File: src/core_irq_pkg.sv
// Constants shared by the core interrupt and CPU status logic.
// Assumes an 8-bit register port and a single clock domain.
package core_irq_pkg;
    localparam logic [7:0] CPU_STATUS_CTRL_ADDR = 8'h06;
    localparam logic [7:0] CORE_IRQ_STATUS_CTRL_ADDR = 8'h07;
    // Bit positions in the interrupt status/control register.
    localparam int PEND_BIT = 7;
    localparam int CNT_FLAG_BIT = 6;
    localparam int TMR_FLAG_BIT = 5;
    localparam int PIN_FLAG_BIT = 4;
    localparam int PERI_EN_BIT = 3;
    localparam int CNT_EN_BIT = 2;
    localparam int TMR_EN_BIT = 1;
    localparam int PIN_EN_BIT = 0;
    // Bit positions in the CPU status register.
    localparam int STACK_BIT = 5;
    localparam int GDIS_BIT = 4;
    localparam int WDTO_BIT = 3;
    localparam int PWRDN_BIT = 2;
    localparam int POR_BIT = 1;
    localparam int BOR_BIT = 0;
    localparam logic [7:0] IRQ_RESET = 8'h00;
    localparam logic [7:0] CPU_RESET = 8'h3D;
    localparam logic [7:0] CPU_RESET_POWERON = 8'h3C;
    localparam logic [7:0] CPU_WRITE_MASK = 8'h13;
    // Vector addresses.
    localparam logic [7:0] VEC_RESET = 8'h00;
    localparam logic [7:0] VEC_PIN = 8'h08;
    localparam logic [7:0] VEC_TMR = 8'h10;
    localparam logic [7:0] VEC_CNT = 8'h18;
    localparam logic [7:0] VEC_PERI = 8'h20;
    localparam logic [3:0] STACK_TOP = 4'hF;
    localparam int NUM_PERI_REGS = 2;
endpackage

File: src/core_interrupt_and_cpu_status.sv
// Core interrupt flags, enables, vector selection and CPU status register.
// Assumes a core sequencer that accepts vectors and reports instruction events.
`timescale 1ns/10ps
`default_nettype none
module core_interrupt_and_cpu_status
(
    input wire logic clk, // Instruction-cycle clock.
    input wire logic rst_n, // Synchronous device reset, active low.
    input wire logic powerOnReset, // High with rst_n for a power-on reset.
    input wire logic brownOutReset, // High with rst_n for a brown-out reset.
    input wire logic brown_out_detect_enable, // Brown-out detector enabled.
    input wire logic [7:0] addr, // Register address.
    input wire logic [7:0] wrData, // Register write data.
    input wire logic wrEn, // Write strobe.
    input wire logic rdEn, // Read strobe.
    output logic [7:0] rdData, // Read data, valid the cycle after rdEn.
    input wire logic [7:0] peripheralFlags0, // First peripheral flag register.
    input wire logic [7:0] peripheralEnables0, // First peripheral enable register.
    input wire logic [7:0] peripheralFlags1, // Second peripheral flag register.
    input wire logic [7:0] peripheralEnables1, // Second peripheral enable register.
    input wire logic ext_count_pin, // External count pin.
    input wire logic countRisingSel, // Count pin edge select, high is rising.
    input wire logic extIrqPin, // External interrupt pin.
    input wire logic pinRisingSel, // Interrupt pin edge select, high is rising.
    input wire logic timerZeroOverflow, // One-cycle timer zero overflow pulse.
    input wire logic [3:0] stackPointer, // Stack pointer value.
    input wire logic watchdogTimeout, // Watchdog time-out pulse.
    input wire logic watchdog_clear_instr, // Watchdog clear instruction pulse.
    input wire logic sleepInstr, // Sleep instruction pulse.
    input wire logic vectorAck, // Core takes the offered vector.
    output logic vectorReq, // Vector request to the core.
    output logic [7:0] vectorAddr, // Vector address offered.
    output logic globalIrqDisable, // Current global disable bit.
    output logic stack_available // Current stack available bit.
);
    typedef enum logic [2:0]
    {
        IDLE = 3'b001,
        OFFER = 3'b010,
        SETTLE = 3'b100
    } vec_state_e;

    typedef struct packed
    {
        logic [7:0] irq;
        logic [7:0] cpu;
        logic [7:0] rd;
        logic [3:0] spPrev;
        logic req;
        logic [7:0] vec;
        vec_state_e state;
    } state_s;

    state_s st_q;
    state_s st_d;
    logic countEdge;
    logic pinEdge;
    logic [7:0] periFlags [core_irq_pkg::NUM_PERI_REGS];
    logic [7:0] periEnables [core_irq_pkg::NUM_PERI_REGS];
    logic [core_irq_pkg::NUM_PERI_REGS-1:0] periHit;

    edge_detect u_count_edge
    (
        .clk(clk),
        .rst_n(rst_n),
        .pin(ext_count_pin),
        .risingSel(countRisingSel),
        .edgeSeen(countEdge)
    );

    edge_detect u_pin_edge
    (
        .clk(clk),
        .rst_n(rst_n),
        .pin(extIrqPin),
        .risingSel(pinRisingSel),
        .edgeSeen(pinEdge)
    );

    assign periFlags[0] = peripheralFlags0;
    assign periFlags[1] = peripheralFlags1;
    assign periEnables[0] = peripheralEnables0;
    assign periEnables[1] = peripheralEnables1;

    generate
        for (genvar g = 0; g < core_irq_pkg::NUM_PERI_REGS; g++)
        begin : g_peri
            assign periHit[g] = |(periFlags[g] & periEnables[g]);
        end
    endgenerate

    function automatic logic [7:0] readReg(input logic [7:0] a, input logic [7:0] irqV,
                                           input logic [7:0] cpuV);
        begin
            if (a == core_irq_pkg::CPU_STATUS_CTRL_ADDR)
            begin
                readReg = cpuV & 8'h3F;
            end
            else if (a == core_irq_pkg::CORE_IRQ_STATUS_CTRL_ADDR)
            begin
                readReg = irqV;
            end
            else
            begin
                readReg = 8'h00;
            end
        end
    endfunction

    // Source flags in slots 3 to 0: peripheral, count pin, timer zero, external pin; slot 0 has top priority.
    function automatic logic [3:0] sourceFlags(input logic [7:0] irqV);
        begin
            sourceFlags = {irqV[core_irq_pkg::PEND_BIT], irqV[core_irq_pkg::CNT_FLAG_BIT],
                irqV[core_irq_pkg::TMR_FLAG_BIT], irqV[core_irq_pkg::PIN_FLAG_BIT]};
        end
    endfunction

    // Enable bits in the same slots as sourceFlags.
    function automatic logic [3:0] sourceEnables(input logic [7:0] irqV);
        begin
            sourceEnables = {irqV[core_irq_pkg::PERI_EN_BIT], irqV[core_irq_pkg::CNT_EN_BIT],
                irqV[core_irq_pkg::TMR_EN_BIT], irqV[core_irq_pkg::PIN_EN_BIT]};
        end
    endfunction

    logic [3:0] arriving;
    logic peripheralPending;
    logic [7:0] enDropped;
    logic [3:0] request;

    always_comb
    begin
        st_d = st_q;
        enDropped = 8'h00;
        peripheralPending = |periHit;
        // Events landing now count as set flags for the enable-drop trap.
        arriving = {peripheralPending, countEdge, timerZeroOverflow, pinEdge};
        st_d.irq[core_irq_pkg::PEND_BIT] = peripheralPending;
        // Software writes; only enables and flag bits 6..4 are writable here.
        if (wrEn && addr == core_irq_pkg::CORE_IRQ_STATUS_CTRL_ADDR)
        begin
            st_d.irq[6:0] = wrData[6:0];
            enDropped[3:0] = sourceEnables(st_q.irq) & ~sourceEnables(wrData);
        end
        if (wrEn && addr == core_irq_pkg::CPU_STATUS_CTRL_ADDR)
        begin
            st_d.cpu = (st_q.cpu & ~core_irq_pkg::CPU_WRITE_MASK)
                | (wrData & core_irq_pkg::CPU_WRITE_MASK);
        end
        // Hardware sets win over software clears.
        if (countEdge)
        begin
            st_d.irq[core_irq_pkg::CNT_FLAG_BIT] = 1'b1;
        end
        if (timerZeroOverflow)
        begin
            st_d.irq[core_irq_pkg::TMR_FLAG_BIT] = 1'b1;
        end
        if (pinEdge)
        begin
            st_d.irq[core_irq_pkg::PIN_FLAG_BIT] = 1'b1;
        end
        // Stack, watchdog time-out and power-down status.
        st_d.spPrev = stackPointer;
        if (stackPointer == core_irq_pkg::STACK_TOP
            || (st_q.spPrev == core_irq_pkg::STACK_TOP && stackPointer == 4'h0))
        begin
            st_d.cpu[core_irq_pkg::STACK_BIT] = 1'b0;
        end
        if (watchdogTimeout)
        begin
            st_d.cpu[core_irq_pkg::WDTO_BIT] = 1'b0;
        end
        else if (watchdog_clear_instr || sleepInstr)
        begin
            st_d.cpu[core_irq_pkg::WDTO_BIT] = 1'b1;
        end
        if (sleepInstr)
        begin
            st_d.cpu[core_irq_pkg::PWRDN_BIT] = 1'b0;
        end
        else if (watchdog_clear_instr)
        begin
            st_d.cpu[core_irq_pkg::PWRDN_BIT] = 1'b1;
        end
        // Request vector per source, gated by enables and the global disable.
        request = sourceFlags(st_q.irq) & sourceEnables(st_q.irq);
        case (st_q.state)
            IDLE:
            begin
                if (!st_q.cpu[core_irq_pkg::GDIS_BIT])
                begin
                    if (|(enDropped[3:0] & (sourceFlags(st_q.irq) | arriving)))
                    begin
                        st_d.vec = core_irq_pkg::VEC_RESET;
                        st_d.req = 1'b1;
                        st_d.state = OFFER;
                    end
                    else if (request[0])
                    begin
                        st_d.vec = core_irq_pkg::VEC_PIN;
                        st_d.req = 1'b1;
                        st_d.state = OFFER;
                    end
                    else if (request[1])
                    begin
                        st_d.vec = core_irq_pkg::VEC_TMR;
                        st_d.req = 1'b1;
                        st_d.state = OFFER;
                    end
                    else if (request[2])
                    begin
                        st_d.vec = core_irq_pkg::VEC_CNT;
                        st_d.req = 1'b1;
                        st_d.state = OFFER;
                    end
                    else if (request[3])
                    begin
                        st_d.vec = core_irq_pkg::VEC_PERI;
                        st_d.req = 1'b1;
                        st_d.state = OFFER;
                    end
                end
            end
            OFFER:
            begin
                if (vectorAck)
                begin
                    st_d.req = 1'b0;
                    st_d.state = SETTLE;
                    // Taken pin, timer or count vector clears its own flag unless a new event set it now.
                    if (st_q.vec == core_irq_pkg::VEC_PIN && !pinEdge)
                    begin
                        st_d.irq[core_irq_pkg::PIN_FLAG_BIT] = 1'b0;
                    end
                    if (st_q.vec == core_irq_pkg::VEC_TMR && !timerZeroOverflow)
                    begin
                        st_d.irq[core_irq_pkg::TMR_FLAG_BIT] = 1'b0;
                    end
                    if (st_q.vec == core_irq_pkg::VEC_CNT && !countEdge)
                    begin
                        st_d.irq[core_irq_pkg::CNT_FLAG_BIT] = 1'b0;
                    end
                end
            end
            SETTLE:
            begin
                st_d.state = IDLE;
            end
            default:
            begin
                st_d.state = IDLE;
                st_d.req = 1'b0;
            end
        endcase
        st_d.rd = rdEn ? readReg(addr, st_q.irq, st_q.cpu) : 8'h00;
    end

    always_ff @(posedge clk)
    begin
        if (!rst_n)
        begin
            st_q.irq <= core_irq_pkg::IRQ_RESET;
            // Every reset clears the power-on bit; power-on, or brown-out with the detector enabled, clears the brown-out bit.
            if (powerOnReset)
            begin
                st_q.cpu <= core_irq_pkg::CPU_RESET_POWERON;
            end
            else
            begin
                st_q.cpu <= core_irq_pkg::CPU_RESET;
            end
            if (brownOutReset && brown_out_detect_enable)
            begin
                st_q.cpu[core_irq_pkg::BOR_BIT] <= 1'b0;
            end
            st_q.rd <= 8'h00;
            st_q.spPrev <= 4'h0;
            st_q.req <= 1'b0;
            st_q.vec <= core_irq_pkg::VEC_RESET;
            st_q.state <= IDLE;
        end
        else
        begin
            st_q <= st_d;
        end
    end

    assign rdData = st_q.rd;
    assign vectorReq = st_q.req;
    assign vectorAddr = st_q.vec;
    assign globalIrqDisable = st_q.cpu[core_irq_pkg::GDIS_BIT];
    assign stack_available = st_q.cpu[core_irq_pkg::STACK_BIT];
endmodule
`default_nettype wire

File: src/edge_detect.sv
// Pin synchroniser with a selectable edge detector.
// Assumes the pin is asynchronous to clk.
`timescale 1ns/10ps
`default_nettype none
module edge_detect
(
    input wire logic clk, // System clock.
    input wire logic rst_n, // Synchronous reset, active low.
    input wire logic pin, // Asynchronous pin.
    input wire logic risingSel, // High selects the rising edge.
    output logic edgeSeen // One-cycle pulse on the chosen edge.
);
    typedef struct packed
    {
        logic s1;
        logic s2;
        logic s3;
        logic [1:0] fill;
    } sync_s;
    sync_s st_q;
    sync_s st_d;

    always_comb
    begin
        st_d = st_q;
        st_d.s1 = pin;
        st_d.s2 = st_q.s1;
        st_d.s3 = st_q.s2;
        // Edges are held off until all three stages hold the real pin level.
        if (st_q.fill != 2'h3)
        begin
            st_d.fill = st_q.fill + 2'h1;
        end
    end

    always_ff @(posedge clk)
    begin
        if (!rst_n)
        begin
            st_q <= '0;
        end
        else
        begin
            st_q <= st_d;
        end
    end

    assign edgeSeen = (st_q.fill == 2'h3)
        && (risingSel ? (st_q.s2 & ~st_q.s3) : (~st_q.s2 & st_q.s3));
endmodule
`default_nettype wire

File: config.mk
export PLATFORM = sky130hd
export DESIGN_NAME = core_interrupt_and_cpu_status
export DESIGN_NICKNAME = d
export VERILOG_FILES = /design/src/core_irq_pkg.sv /design/src/core_interrupt_and_cpu_status.sv /design/src/edge_detect.sv
export SDC_FILE = /design/constraint.sdc
export NUM_CORES = 1
export LEC_CHECK = 0
export BUFFER_PORTS_ARGS = -buffer_cell sky130_fd_sc_hd__buf_2
export CORE_ASPECT_RATIO = 1.5
export CORE_MARGIN = 8
export CORE_UTILIZATION = 45
export DETAILED_ROUTE_END_ITERATION = 12
export GPL_TIMING_DRIVEN = 0
export PLACE_DENSITY = 0.83
export SLEW_MARGIN = 20
export SYNTH_ARGS = -nofsm -noshare
export SYNTH_HDL_FRONTEND = slang
export SYNTH_HIERARCHICAL = 1
export SYNTH_SLANG_ARGS = --single-unit
File: constraint.sdc
create_clock -name clk -period 3.65 [get_ports clk]
set_input_delay 0.365 -clock clk [delete_from_list [all_inputs] [get_ports clk]]
set_output_delay 0.365 -clock clk [all_outputs]
set_load 0.01 [all_outputs]
Yosys cells after proc, flatten, opt, wreduce, memory -nomap -nowiden. Index checks and enable logic that the tools add are counted.

Flip-flop bits (word level): 50. Latch bits: 0. RAM bits: 0. ROM bits: 0. Input bits: 68. Output and inout port bits: 19. Memories kept: 0.

Add/subtract/negate cells: 2. Multiply operators: 0. Div/mod/pow operators: 0. $lt $le $gt $ge: 0. Eq/ne operators: 21. Shift operators: 0. Multiplexer cells: 35. Bitwise gates (word level): 21. Reductions and logical operators: 23.

Operators by type and width (count): $mux W12 (6); $mux W8 (5); $mux W32 (1); $and A8 B8 Y8 (2); $eq A8 B3 Y1 const B (2); $eq A8 B5 Y1 const B (2); $mux W1 (16); $reduce_or A16 Y1 (1); $and A4 B4 Y4 (3); $logic_and A1 B1 Y1 (9); $mux W3 (3); $not A1 Y1 (9); $eq A4 B4 Y1 const B (2); $eq A8 B4 Y1 const B (1); $ne A2 B2 Y1 const B (4); $ne A4 B1 Y1 const B (2); $or A8 B5 Y8 (1); $reduce_or A4 Y1 (2); $mux W7 (1); $ne A6 B6 Y1 const B (1); $pmux W3 S2 (1); $reduce_and A3 Y1 (2); $reduce_bool A5 Y1 (1); $add A2 B1 Y2 const B (2); other kinds (16) (23).

Logic depth before layout (Yosys ltp). Gate-level depths: netlist of run 1.

Word-level depth: 11. Gate-level depth with buffers: 9. Gate-level depth less buffers: 9.

Hierarchy. The synthesis of run 1 kept the hierarchy.

Modules (own cells, without submodules): core_interrupt_and_cpu_status (instances 1, cells each 171, area each 1667.8 sq um, sequential area each 720.7 sq um); edge_detect (instances 2, cells each 16, area each 186.4 sq um, sequential area each 100.1 sq um).

Worst setup path after synthesis of run 1. No wires, ideal clock.

Kind: input to register. Start point: input addr[4]. End point: register st_q[27] in the netlist's numbering (enable). Library setup time: 0.288 ns. Arrival: 1.936 ns. Slack: 1.425 ns. Stages: 6. Buffers on the path: 0. Path through: or4b_4 -> nor4b_4 -> nand2_1 -> o21ai_0 -> or3_1 -> or2_2.

Cells in the longest elaborated chain, start to end: 3.

RTL lines: start: declaration (line core_interrupt_and_cpu_status.sv:12) `input wire logic [7:0] addr,`; $eq A8 B3 Y1 (line core_interrupt_and_cpu_status.sv:145) `if (wrEn && addr == core_irq_pkg::CPU_STATUS_CTRL_ADDR)`; $logic_and A1 B1 Y1 (line core_interrupt_and_cpu_status.sv:145); $ne A4 B1 Y1 (no source line); end signal: assignment (line core_interrupt_and_cpu_status.sv:285) `st_q <= st_d;`; end: declaration (line core_interrupt_and_cpu_status.sv:54) `state_s st_q;`.

No other way between the ends. A chain may end at the register's enable or synchronous reset.

Worst setup path after layout of run 1. Ends and elaborated chain as after synthesis.

==> results of run 1 <==
power breakdown:
part	internal [mW]	switching, mW
clock	0.273	0.163
combinational	0.0660	0.0504
sequential	0.502	0.0121
total	0.840	0.226
Yosys cell counts, types with 2 or more instances:
cell type	instances	area [sq um]
a21o_1	2	15.01
a21oi_1	2	10.01
a221oi_1	4	35.03
a22o_1	4	35.03
a31oi_1	3	18.77
and2_1	13	81.33
and3_1	3	18.77
buf_4	16	120.1
clkbuf_1	3	11.26
dfxtp_1	37	740.7
edfxtp_1	6	180.2
ha_1	2	25.02
inv_1	4	15.01
mux2i_1	19	190.2
nand2_1	11	41.29
nand2b_1	5	31.28
nand3_1	3	15.01
nand3b_1	3	22.52
nand4_1	2	12.51
nand4b_1	3	26.28
nand4bb_1	2	22.52
nor2_1	13	48.80
nor2b_1	8	50.05
nor3_1	5	25.02
o21a_1	3	22.52
o21ai_0	5	25.02
or2_2	3	18.77
xnor2_1	2	17.52
kinds of logic after synthesis:
group	after synthesis
adders and majority gates	2
and+or+nand+nor	81
DFF	43
xor gates and xnor gates	2
muxes	19
AOI/OAI and AO/OA	31
buffers and inverters	24
other	1
metal layers:
| metal | part of all wire, % | up-vias | track usage [%] |
|---|---|---|---|
| met5 | 0 | - | 0 |
| met4 | 1.8 | 0 | 5.636 |
| met3 | 6.4 | 11 | 5.488 |
| met2 | 55 | 41 | 25.09 |
| met1 | 37 | 788 | 12.76 |
| li1 | - | 881 | - |
layout make-up:
class / instances / area [sq um] / area share [%]
Buffer: 20 / 136.4 / 5.151
Clock buffer: 5 / 68.82 / 2.599
Clock inverter: 3 / 67.56 / 2.552
Inverter: 4 / 15.01 / 0.5671
Multi-Input combinational cell: 140 / 983.4 / 37.15
Sequential cell: 43 / 920.9 / 34.78
Tap cell: 48 / 60.06 / 2.268
Timing Repair Buffer: 79 / 395.4 / 14.93
path summary, 6_finish.rpt:
kind	start	to	slack, ns	cells after the start
worst max register to register	u_pin_edge/st_q[0]	vectorAddr[3]	1.54	9
worst min register to register	u_count_edge/st_d[3]	u_count_edge/st_d[2]	0.44	1
worst min-delay path	ext_count_pin	u_count_edge/st_d[3]	0.27	2
worst max-delay path	addr[4]	st_q[27]	1.21	7
stage by stage:
| step | power, mW | hold slack [ns] |
|---|---|---|
| 2_1_floorplan | 0.5869 | 0.4118 |
| 3_3_place_gp | 0.6347 | 0.4150 |
| 3_5_place_dp | 0.6416 | 0.4186 |
| 4_1_cts | 1.074 | 0.2636 |
| 5_1_grt | 1.109 | 0.2703 |
| 6_report | 1.066 | 0.2672 |
critical path, cell delays in order:
cell     delay (ns)
buf_2          0.09
or4b_4         0.54
nor4b_4        0.39
nand2_1        0.10
o21ai_0        0.64
or3_1          0.23
or2_2          0.12
registers in the layout, indices dropped and copies added, names as in the netlist, 2 cells and up:
signal / flops
vectorAddr: 3
u_count_edge/st_d: 2
u_pin_edge/st_q: 3
st_q: 19
rdData: 8
u_count_edge/st_q: 3
u_pin_edge/st_d: 2
==> impl_metrics.tcl, run 1 <==
set metrics [dict create \
    worstPathMaxFanout 5 \
    post_cts_buffers 0 \
    hold_violations 0 \
    synthDistinctLibCells 45 \
    synth_top_family_by_area "simple AND/OR/NAND/NOR gates" \
    route.final.wire_length_microns 4881 \
    clock_path_buffers 2 \
    initial_core_util_pct 46.07 \
    drv_slew 0 \
    critPathArrivalTime_ns 2.47 \
    cts_inserted_buffers 5 \
    io_buffers 79 \
    core_area_sq_um 4429 \
    grt_usage_pct 13.60 \
    synth-async-reset-ratio_pct 0 \
    leakage_nw 1.269 \
    synthXorXnorAreaFrac_pct 0.8584 \
    wire_per_inst_microns 14.27 \
    grt_pass1_wl_microns 7790 \
    final_cell_mix "80 x buf_2, 37 x dfxtp_1, 19 x mux2i_1" \
    final_cells 342 \
    synthCells 203 \
    dp_hpwl_microns 4028 \
    rsz0062_at_grt "no" \
    synth_compound_gate_area_share_pct 11.40 \
    root_buffer "clkbuf_8" \
    yosysSeqAreaShare_pct 45.13 \
    worstMarginPinSlew_ns 0.7898 \
    antenna_found_initial 0 \
    synth_fa_ha_area_share_pct 1.226 \
    fp.dieW_microns 70.99 \
    setup_viol 0 \
    area_growth_pct 29.74 \
    nNetsFinal 363 \
    postPlaceCellArea_sq_um 2511 \
    gp_congestion 0.8579 \
    num_rows 30 \
    period_needed_ns 2.443 \
    cts_resized 0 \
    fmax_mhz 409.3 \
    tritoncts "done" \
    n_antenna_cell 0 \
    first_pass_iters 4 \
    criticalPathCategory "input pin to flop" \
    synth_edf_count 6 \
    netlist_area_sq_um 2041 \
    num_vias 1721 \
    p_per_area_nw_per_um2 402.8 \
    n_fill_cell 405 \
    drive_above_1_share_pct 38.10 \
    dp.cells 334 \
    die-area_sq_um 6990 \
    ctsHoldBuffers 0 \
    route.detailed.drc 0 \
    die-height_microns 98.48 \
    final_antenna_net_count 0 \
    htree_num_levels 2 \
    layout_commonest_cell "buf_2" \
    viasPerCell 5.032 \
    clock_skew_ns 0.004249 \
    hp-class "input pin to flop" \
    io_pins 87 \
    cap_viol_max_count 0 \
    crit_path_start_kind "input pin" \
    final.setup.tns_ns 0 \
    outcome "finished clean" \
    critPathRequiredTime_ns 3.68 \
    clkSinkCount 43 \
    pre_cts_ws_ns 0.9413 \
    drt_iter0_markers 63 \
    cp-end-kind "flop" \
    synthSimpleGateAreaFrac_pct 24.46 \
    clock_latency_ns 0.30 \
    ys_ff_latch 43 \
    yosysWarnings 6 \
    period_share_pct 66.93 \
    grt_pass1_vias 1805 \
    relSlewSlack_pct 46.79 \
    setup_ws_ns 1.207 \
    ys.flop_type "dfxtp_1" \
    grt_max_degree 15 \
    synth_mux_area_share_pct 9.319 \
    overflow 0 \
    syn_area_per_cell_sq_um 10.05 \
    vdd_ir_drop_max_uv 332.9 \
    final_util_pct 59.77 \
    clkTransAtPathRegs_ns 0.08 \
    design_area_sq_um 2648 \
]
Note: power is estimated with default switching activity, not from simulation.
==> run 2: changes to the inputs <==
ABC_AREA = 1   (was not set)
CORE_UTILIZATION = 43   (was 45)
PLACE_DENSITY = 0.82   (was 0.83)
clock period = 2 ns   (was 3.65 ns; I/O delays follow)
==> run 2 against run 1 <==
Area after synthesis is 5.0% higher. Non-clock buffer count is 1 higher. Flip-flop and latch count stayed put. Register-to-register slack worse by 1.3 ns. Clock power is 29% higher. Sequential share of layout area is 1.1 points lower. Critical endpoint is now vectorAddr[3]. Largest power group unchanged.
==> impl_metrics.tcl, run 2 <==
set metrics [dict create \
    post_cts_buffers 0 \
    leakage_nw 1.432 \
    period_needed_ns 1.735 \
    outcome "finished clean" \
    final.setup.tns_ns 0 \
    hold_violations 0 \
    register_area_sq_um 920.9 \
    synthDistinctLibCells 36 \
    critPathArrivalTime_ns 1.93 \
    nNetsFinal 451 \
    overflow 0 \
    die-area_sq_um 7543 \
    regMostFlops "st_q" \
    cap_viol_max_count 0 \
    clock_latency_ns 0.30 \
    fmax_mhz 576.3 \
    multi_input_area_sq_um 928.4 \
    fp.dieW_microns 73.63 \
    p_per_area_nw_per_um2 625.7 \
    synth_top_area_share_pct 34.58 \
    layout_commonest_cell "buf_2" \
    crit_path_start_kind "flop" \
    core_area_sq_um 4810 \
    hp-class "input pin to flop" \
    cp-end-kind "flop" \
    drt_iter0_markers 133 \
    rsz0062_at_grt "no" \
    area_growth_pct 27.51 \
    synth-async-reset-ratio_pct 0 \
    yosysWarnings 6 \
    root_buffer "clkbuf_8" \
    cts_inserted_buffers 5 \
    grt_usage_pct 14.91 \
    ys_ff_latch 43 \
    dp.cells 440 \
    synthCells 290 \
    synth_edf_count 6 \
    clkTransAtPathRegs_ns 0.08 \
    io_pins 87 \
    n_fill_cell 478 \
    clock_path_buffers 2 \
    grt_pass1_wl_microns 8666 \
    final_cells 448 \
    vdd_ir_drop_max_uv 329.1 \
    antenna_found_initial 0 \
    worstPathMaxFanout 5 \
    grt_max_degree 14 \
    yosysSeqAreaShare_pct 42.99 \
    postPlaceCellArea_sq_um 2640 \
    drv_slew 0 \
    io_buffers 80 \
    final_antenna_net_count 0 \
    route.detailed.drc 0 \
    clkSinkCount 43 \
    design_area_sq_um 2731 \
    criticalPathCategory "flop to flop" \
    route.final.wire_length_microns 5341 \
    cts_resized 0 \
    yosys.area.top_type "dfxtp_1" \
    first_pass_iters 4 \
    yosys-top-cells-count "66 x nand2_1, 38 x inv_1, 37 x dfxtp_1, 34 x nor2_1, 16 x buf_4" \
    drive_above_1_share_pct 32.72 \
    tritoncts "done" \
    critPathRequiredTime_ns 2.19 \
    die-height_microns 102.4 \
    num_vias 2079 \
    netlist_area_sq_um 2142 \
    largest_reg_flops 19 \
    dp_hpwl_microns 4352 \
    num_rows 31 \
    final_cell_mix "80 x buf_2, 66 x nand2_1, 38 x inv_1" \
    synth_area_leaders "dfxtp_1 35%, nand2_1 12%, edfxtp_1 8.4%" \
    syn_area_per_cell_sq_um 7.386 \
    viasPerCell 4.641 \
    synth.most_common_cell "nand2_1" \
    n_antenna_cell 0 \
    period_share_pct 86.76 \
    grt_pass1_vias 2095 \
    wire_per_inst_microns 11.92 \
    initial_core_util_pct 44.54 \
    ys.flop_type "dfxtp_1" \
    htree_num_levels 2 \
    setup_viol 0 \
    final_util_pct 56.79 \
    clock_skew_ns 0.007915 \
    ctsHoldBuffers 0 \
    gp_congestion 0.8718 \
]
run 2: cell types whose count changed after synthesis, sizes merged, moves of 4 or more:
cell,change
o22ai,+5
a21oi,+10
nand2,+63
nand3,+12
nand2b,-5
a221oi,-4
and2,-12
nor2b,-8
inv,+36
a22o,-4
nand4,+4
o21ai,+9
mux2i,-19
nor2,+24
run 2: routing by layer:
| metal | GRT usage [%] | up-vias | routed length [microns] |
|---|---|---|---|
| met2 | 25.96 | 79 | 2735 |
| met4 | 8.810 | 0 | 121 |
| met5 | 0 | - | 0 |
| met3 | 5.206 | 10 | 398 |
| met1 | 14.76 | 900 | 2085 |
| li1 | - | 1090 | - |
run 2: cell type report:
type,instances,share of cell area (%)
Buffer,20,5.314
Tap cell,66,3.023
Inverter,42,5.955
Clock buffer,7,3.161
Timing Repair Buffer,80,14.66
Multi-Input combinational cell,189,33.99
Clock inverter,1,0.1832
Sequential cell,43,33.72
run 2: path summary, 6_finish.rpt:
check	startpoint	end	slack, ns	cells past startpoint
worst max-delay path	u_pin_edge/st_q[0]	vectorAddr[3]	0.26	15
worst min-delay path	extIrqPin	u_pin_edge/st_d[3]	0.08	3
worst max register to register	u_pin_edge/st_q[0]	vectorAddr[3]	0.26	15
worst min register to register	u_count_edge/st_d[3]	u_count_edge/st_d[2]	0.42	2
run 2: kinds of logic (layout without fill, tap and decap cells):
logic type,after synthesis,count (layout),share of synthesized area (%)
simple gates,142,142,30.67
buf+inv,62,150,14.37
flops,43,43,42.99
compound gates,40,40,10.63
fa+ha+maj,2,2,1.168
other cells,1,5,0.1751
run 2: power by group:
| group | switching (mW) | internal [mW] |
|---|---|---|
| logic | 0.111 | 0.101 |
| clock network | 0.283 | 0.278 |
| registers | 0.0208 | 0.915 |
| total | 0.414 | 1.29 |
run 2: worst max-delay path: stages (launching register included):
cell	delay, ns
dfxtp_1	0.34
ha_1	0.24
nand2_1	0.08
nor2_1	0.04
inv_1	0.09
nand2_1	0.08
nand3_1	0.07
o211ai_1	0.10
nand2_2	0.09
nand3_2	0.09
nand2_2	0.09
inv_2	0.05
nand2_4	0.09
clkinv_4	0.06
nor2_1	0.09
nor2_1	0.05
run 2: per-stage QoR:
stage	setup slack [ns]	hold WS (ns)	power (mW)
floorplan	0.5001	0.2935	1.064
global placement	0.3380	0.3790	1.156
detailed placement	0.3102	0.3935	1.167
CTS	0.2845	0.07967	1.721
global route	0.09583	0.09022	1.798
finish	0.2648	0.07720	1.709
==> run 3: changes to the inputs <==
ABC_AREA = not set   (was 1)
PLACE_DENSITY = 0.76   (was 0.82)
==> run 3 against run 2 <==
The flow now finishes with violations (negative setup slack). Count of clock-buffer cells in the layout decreased by 1. Combinational power increased by 9.4%. Via count decreased by 17%. Sequential power increased by 1%. First-iteration DRC count decreased by 34%. Sequential share of layout area increased by 0.53 points. Design area decreased by 1.0%. Wire length decreased by 3.7%. Worst setup slack got worse by 0.27 ns. Register-to-register slack got worse by 0.27 ns. Global-route usage decreased by 0.64 points. Critical path type unchanged. Largest cell class unchanged. Largest power group unchanged.
==> impl_metrics.tcl, run 3 (synthesis gave the netlist of run 1 again) <==
set metrics [dict create \
    io_buffers 79 \
    crit_path_start_kind "flop" \
    vdd_ir_drop_max_uv 466.4 \
    clock_latency_ns 0.30 \
    nNetsFinal 366 \
    clkTransAtPathRegs_ns 0.08 \
    fp.dieW_microns 72.25 \
    final_antenna_net_count 0 \
    wire_per_inst_microns 14.24 \
    period_needed_ns 2.010 \
    first_pass_iters 4 \
    htree_num_levels 2 \
    cts_inserted_buffers 5 \
    final_util_pct 59.53 \
    clock_skew_ns 0.008298 \
    initial_core_util_pct 44.93 \
    cp-end-kind "flop" \
    num_rows 30 \
    postPlaceCellArea_sq_um 2531 \
    fmax_mhz 497.6 \
    viasPerCell 4.784 \
    root_buffer "clkbuf_8" \
    grt_pass1_vias 1831 \
    pre_cts_ws_ns -0.3428 \
    rr_endpoint "vectorAddr[4]" \
    min_from "extIrqPin" \
    die-height_microns 100.4 \
    criticalPathCategory "flop to flop" \
    num_vias 1727 \
    area_growth_pct 32.50 \
    finalPower_mw 1.694 \
    leakage_nw 1.268 \
    rsz0062_at_grt "yes" \
    drt_iter0_markers 88 \
    ctsHoldBuffers 0 \
    dp_hpwl_microns 4118 \
    setup_viol 2 \
    critPathRequiredTime_ns 2.18 \
    final.setup.tns_ns -0.01318 \
    hold-path-endpoint "u_pin_edge/st_d[3]" \
    route.detailed.drc 0 \
    worst-r2r-setup-slack_ns -0.01 \
    final_cell_mix "80 x buf_2, 35 x dfxtp_1, 19 x mux2i_1, 19 x buf_4, 13 x and2_1" \
    largest_reg_flops 19 \
    overflow 0 \
    reg2reg_depth 9 \
    drive_above_1_share_pct 41.75 \
    outcome "finished, violations left" \
    layout_commonest_cell "buf_2" \
    regMostFlops "st_q" \
    gp_congestion 0.8286 \
    grt_pass1_wl_microns 8142 \
    critPathArrivalTime_ns 2.19 \
    clock_path_buffers 2 \
    hp-class "input pin to flop" \
    die-area_sq_um 7252 \
    hold_violations 0 \
    worstReg2RegStart "u_pin_edge/st_q[1]" \
    cap_viol_max_count 0 \
    grt_max_degree 14 \
    io_pins 87 \
    setup_ws_ns -0.009505 \
    design_area_sq_um 2704 \
    p_per_area_nw_per_um2 626.6 \
    n_antenna_cell 0 \
    drv_slew 0 \
    route.final.wire_length_microns 5141 \
    core_area_sq_um 4542 \
    tritoncts "done" \
    grt_usage_pct 14.28 \
    holdPathStages 2 \
    worstPathMaxFanout 5 \
    clkSinkCount 43 \
    failed_checks "negative setup slack" \
    period_share_pct 100.5 \
    antenna_found_initial 0 \
]
-- run 3: cell count changes in the layout (fill, tap and decap cells not counted), moves of 6 or more --
cell and change:
a21oi_1 -9, and2_1 +13, inv_1 -34, mux2i_1 +19
nand2_1 -56, nand2_2 -6, nand3_1 -11, nor2_1 -22
nor2b_1 +8, o21ai_0 -10
-- run 3: per-layer routing --
metal | up-vias | global-route usage [%] | wire length (microns)
met4 | 0 | 8.689 | 134
li1 | 891 | - | -
met5 | - | 0 | 0
met1 | 775 | 13.82 | 1886
met2 | 50 | 25.26 | 2806
met3 | 11 | 4.691 | 313
-- run 3: what timing repair did --
item | CTS | global route
buffers inserted | 0 | 3
pin swaps | 1 | 6
setup endpoints to repair | 6 | 7
resized for setup | 4 | 12
-- run 3: area by class of cell --
| type | instances | area, sq um |
|---|---|---|
| repair buffers | 82 | 417.9 |
| clock buffers | 6 | 72.57 |
| multi-input cells | 140 | 1049 |
| clock inverters | 2 | 7.507 |
| flip-flops and latches | 43 | 925.9 |
| fillers | 411 | 1838 |
| plain buffers | 20 | 136.4 |
| inverters | 4 | 15.01 |
| well taps | 64 | 80.08 |
-- run 3: critical path, stage by stage (launching register included) --
cell and delay, ns:
dfxtp_2 0.36, ha_4 0.14, nand4bb_1 0.12, nand2_2 0.11
nor2_2 0.04, o32ai_2 0.33, nor3_2 0.11, a211oi_4 0.40
o21ai_4 0.13, mux2i_1 0.14
-- run 3: worst max-delay path by stage --
stage | start | end | slack (ns) | depth (start not counted)
after floorplan | addr[4] | st_q[27] | 0.05 | 6
final | u_pin_edge/st_q[1] | vectorAddr[4] | -0.01 | 9
after global placement | addr[4] | st_q[27] | -0.32 | 7
after global routing | u_count_edge/st_q[1] | vectorAddr[4] | -0.10 | 9
after CTS | u_count_edge/st_q[0] | vectorAddr[4] | 0.03 | 9
after detailed placement | addr[4] | st_q[27] | -0.34 | 7
-- run 3: power by group --
| part | total (mW) | leakage (nW) | internal, mW | switching [mW] |
|---|---|---|---|---|
| logic | 0.232 | 0.869 | 0.134 | 0.0975 |
| registers | 0.947 | 0.359 | 0.919 | 0.0279 |
| clock network | 0.515 | 0.0403 | 0.238 | 0.277 |
| total | 1.69 | 1.27 | 1.29 | 0.403 |
-- run 3: metrics by stage --
| step | hold WS [ns] | cells |
|---|---|---|
| after floorplan | 0.3217 | 207 |
| after global placement | 0.4048 | 350 |
| after detailed placement | 0.4152 | 350 |
| after CTS | 0.1034 | 358 |
| after global routing | 0.1006 | 361 |
| final | 0.1150 | 361 |
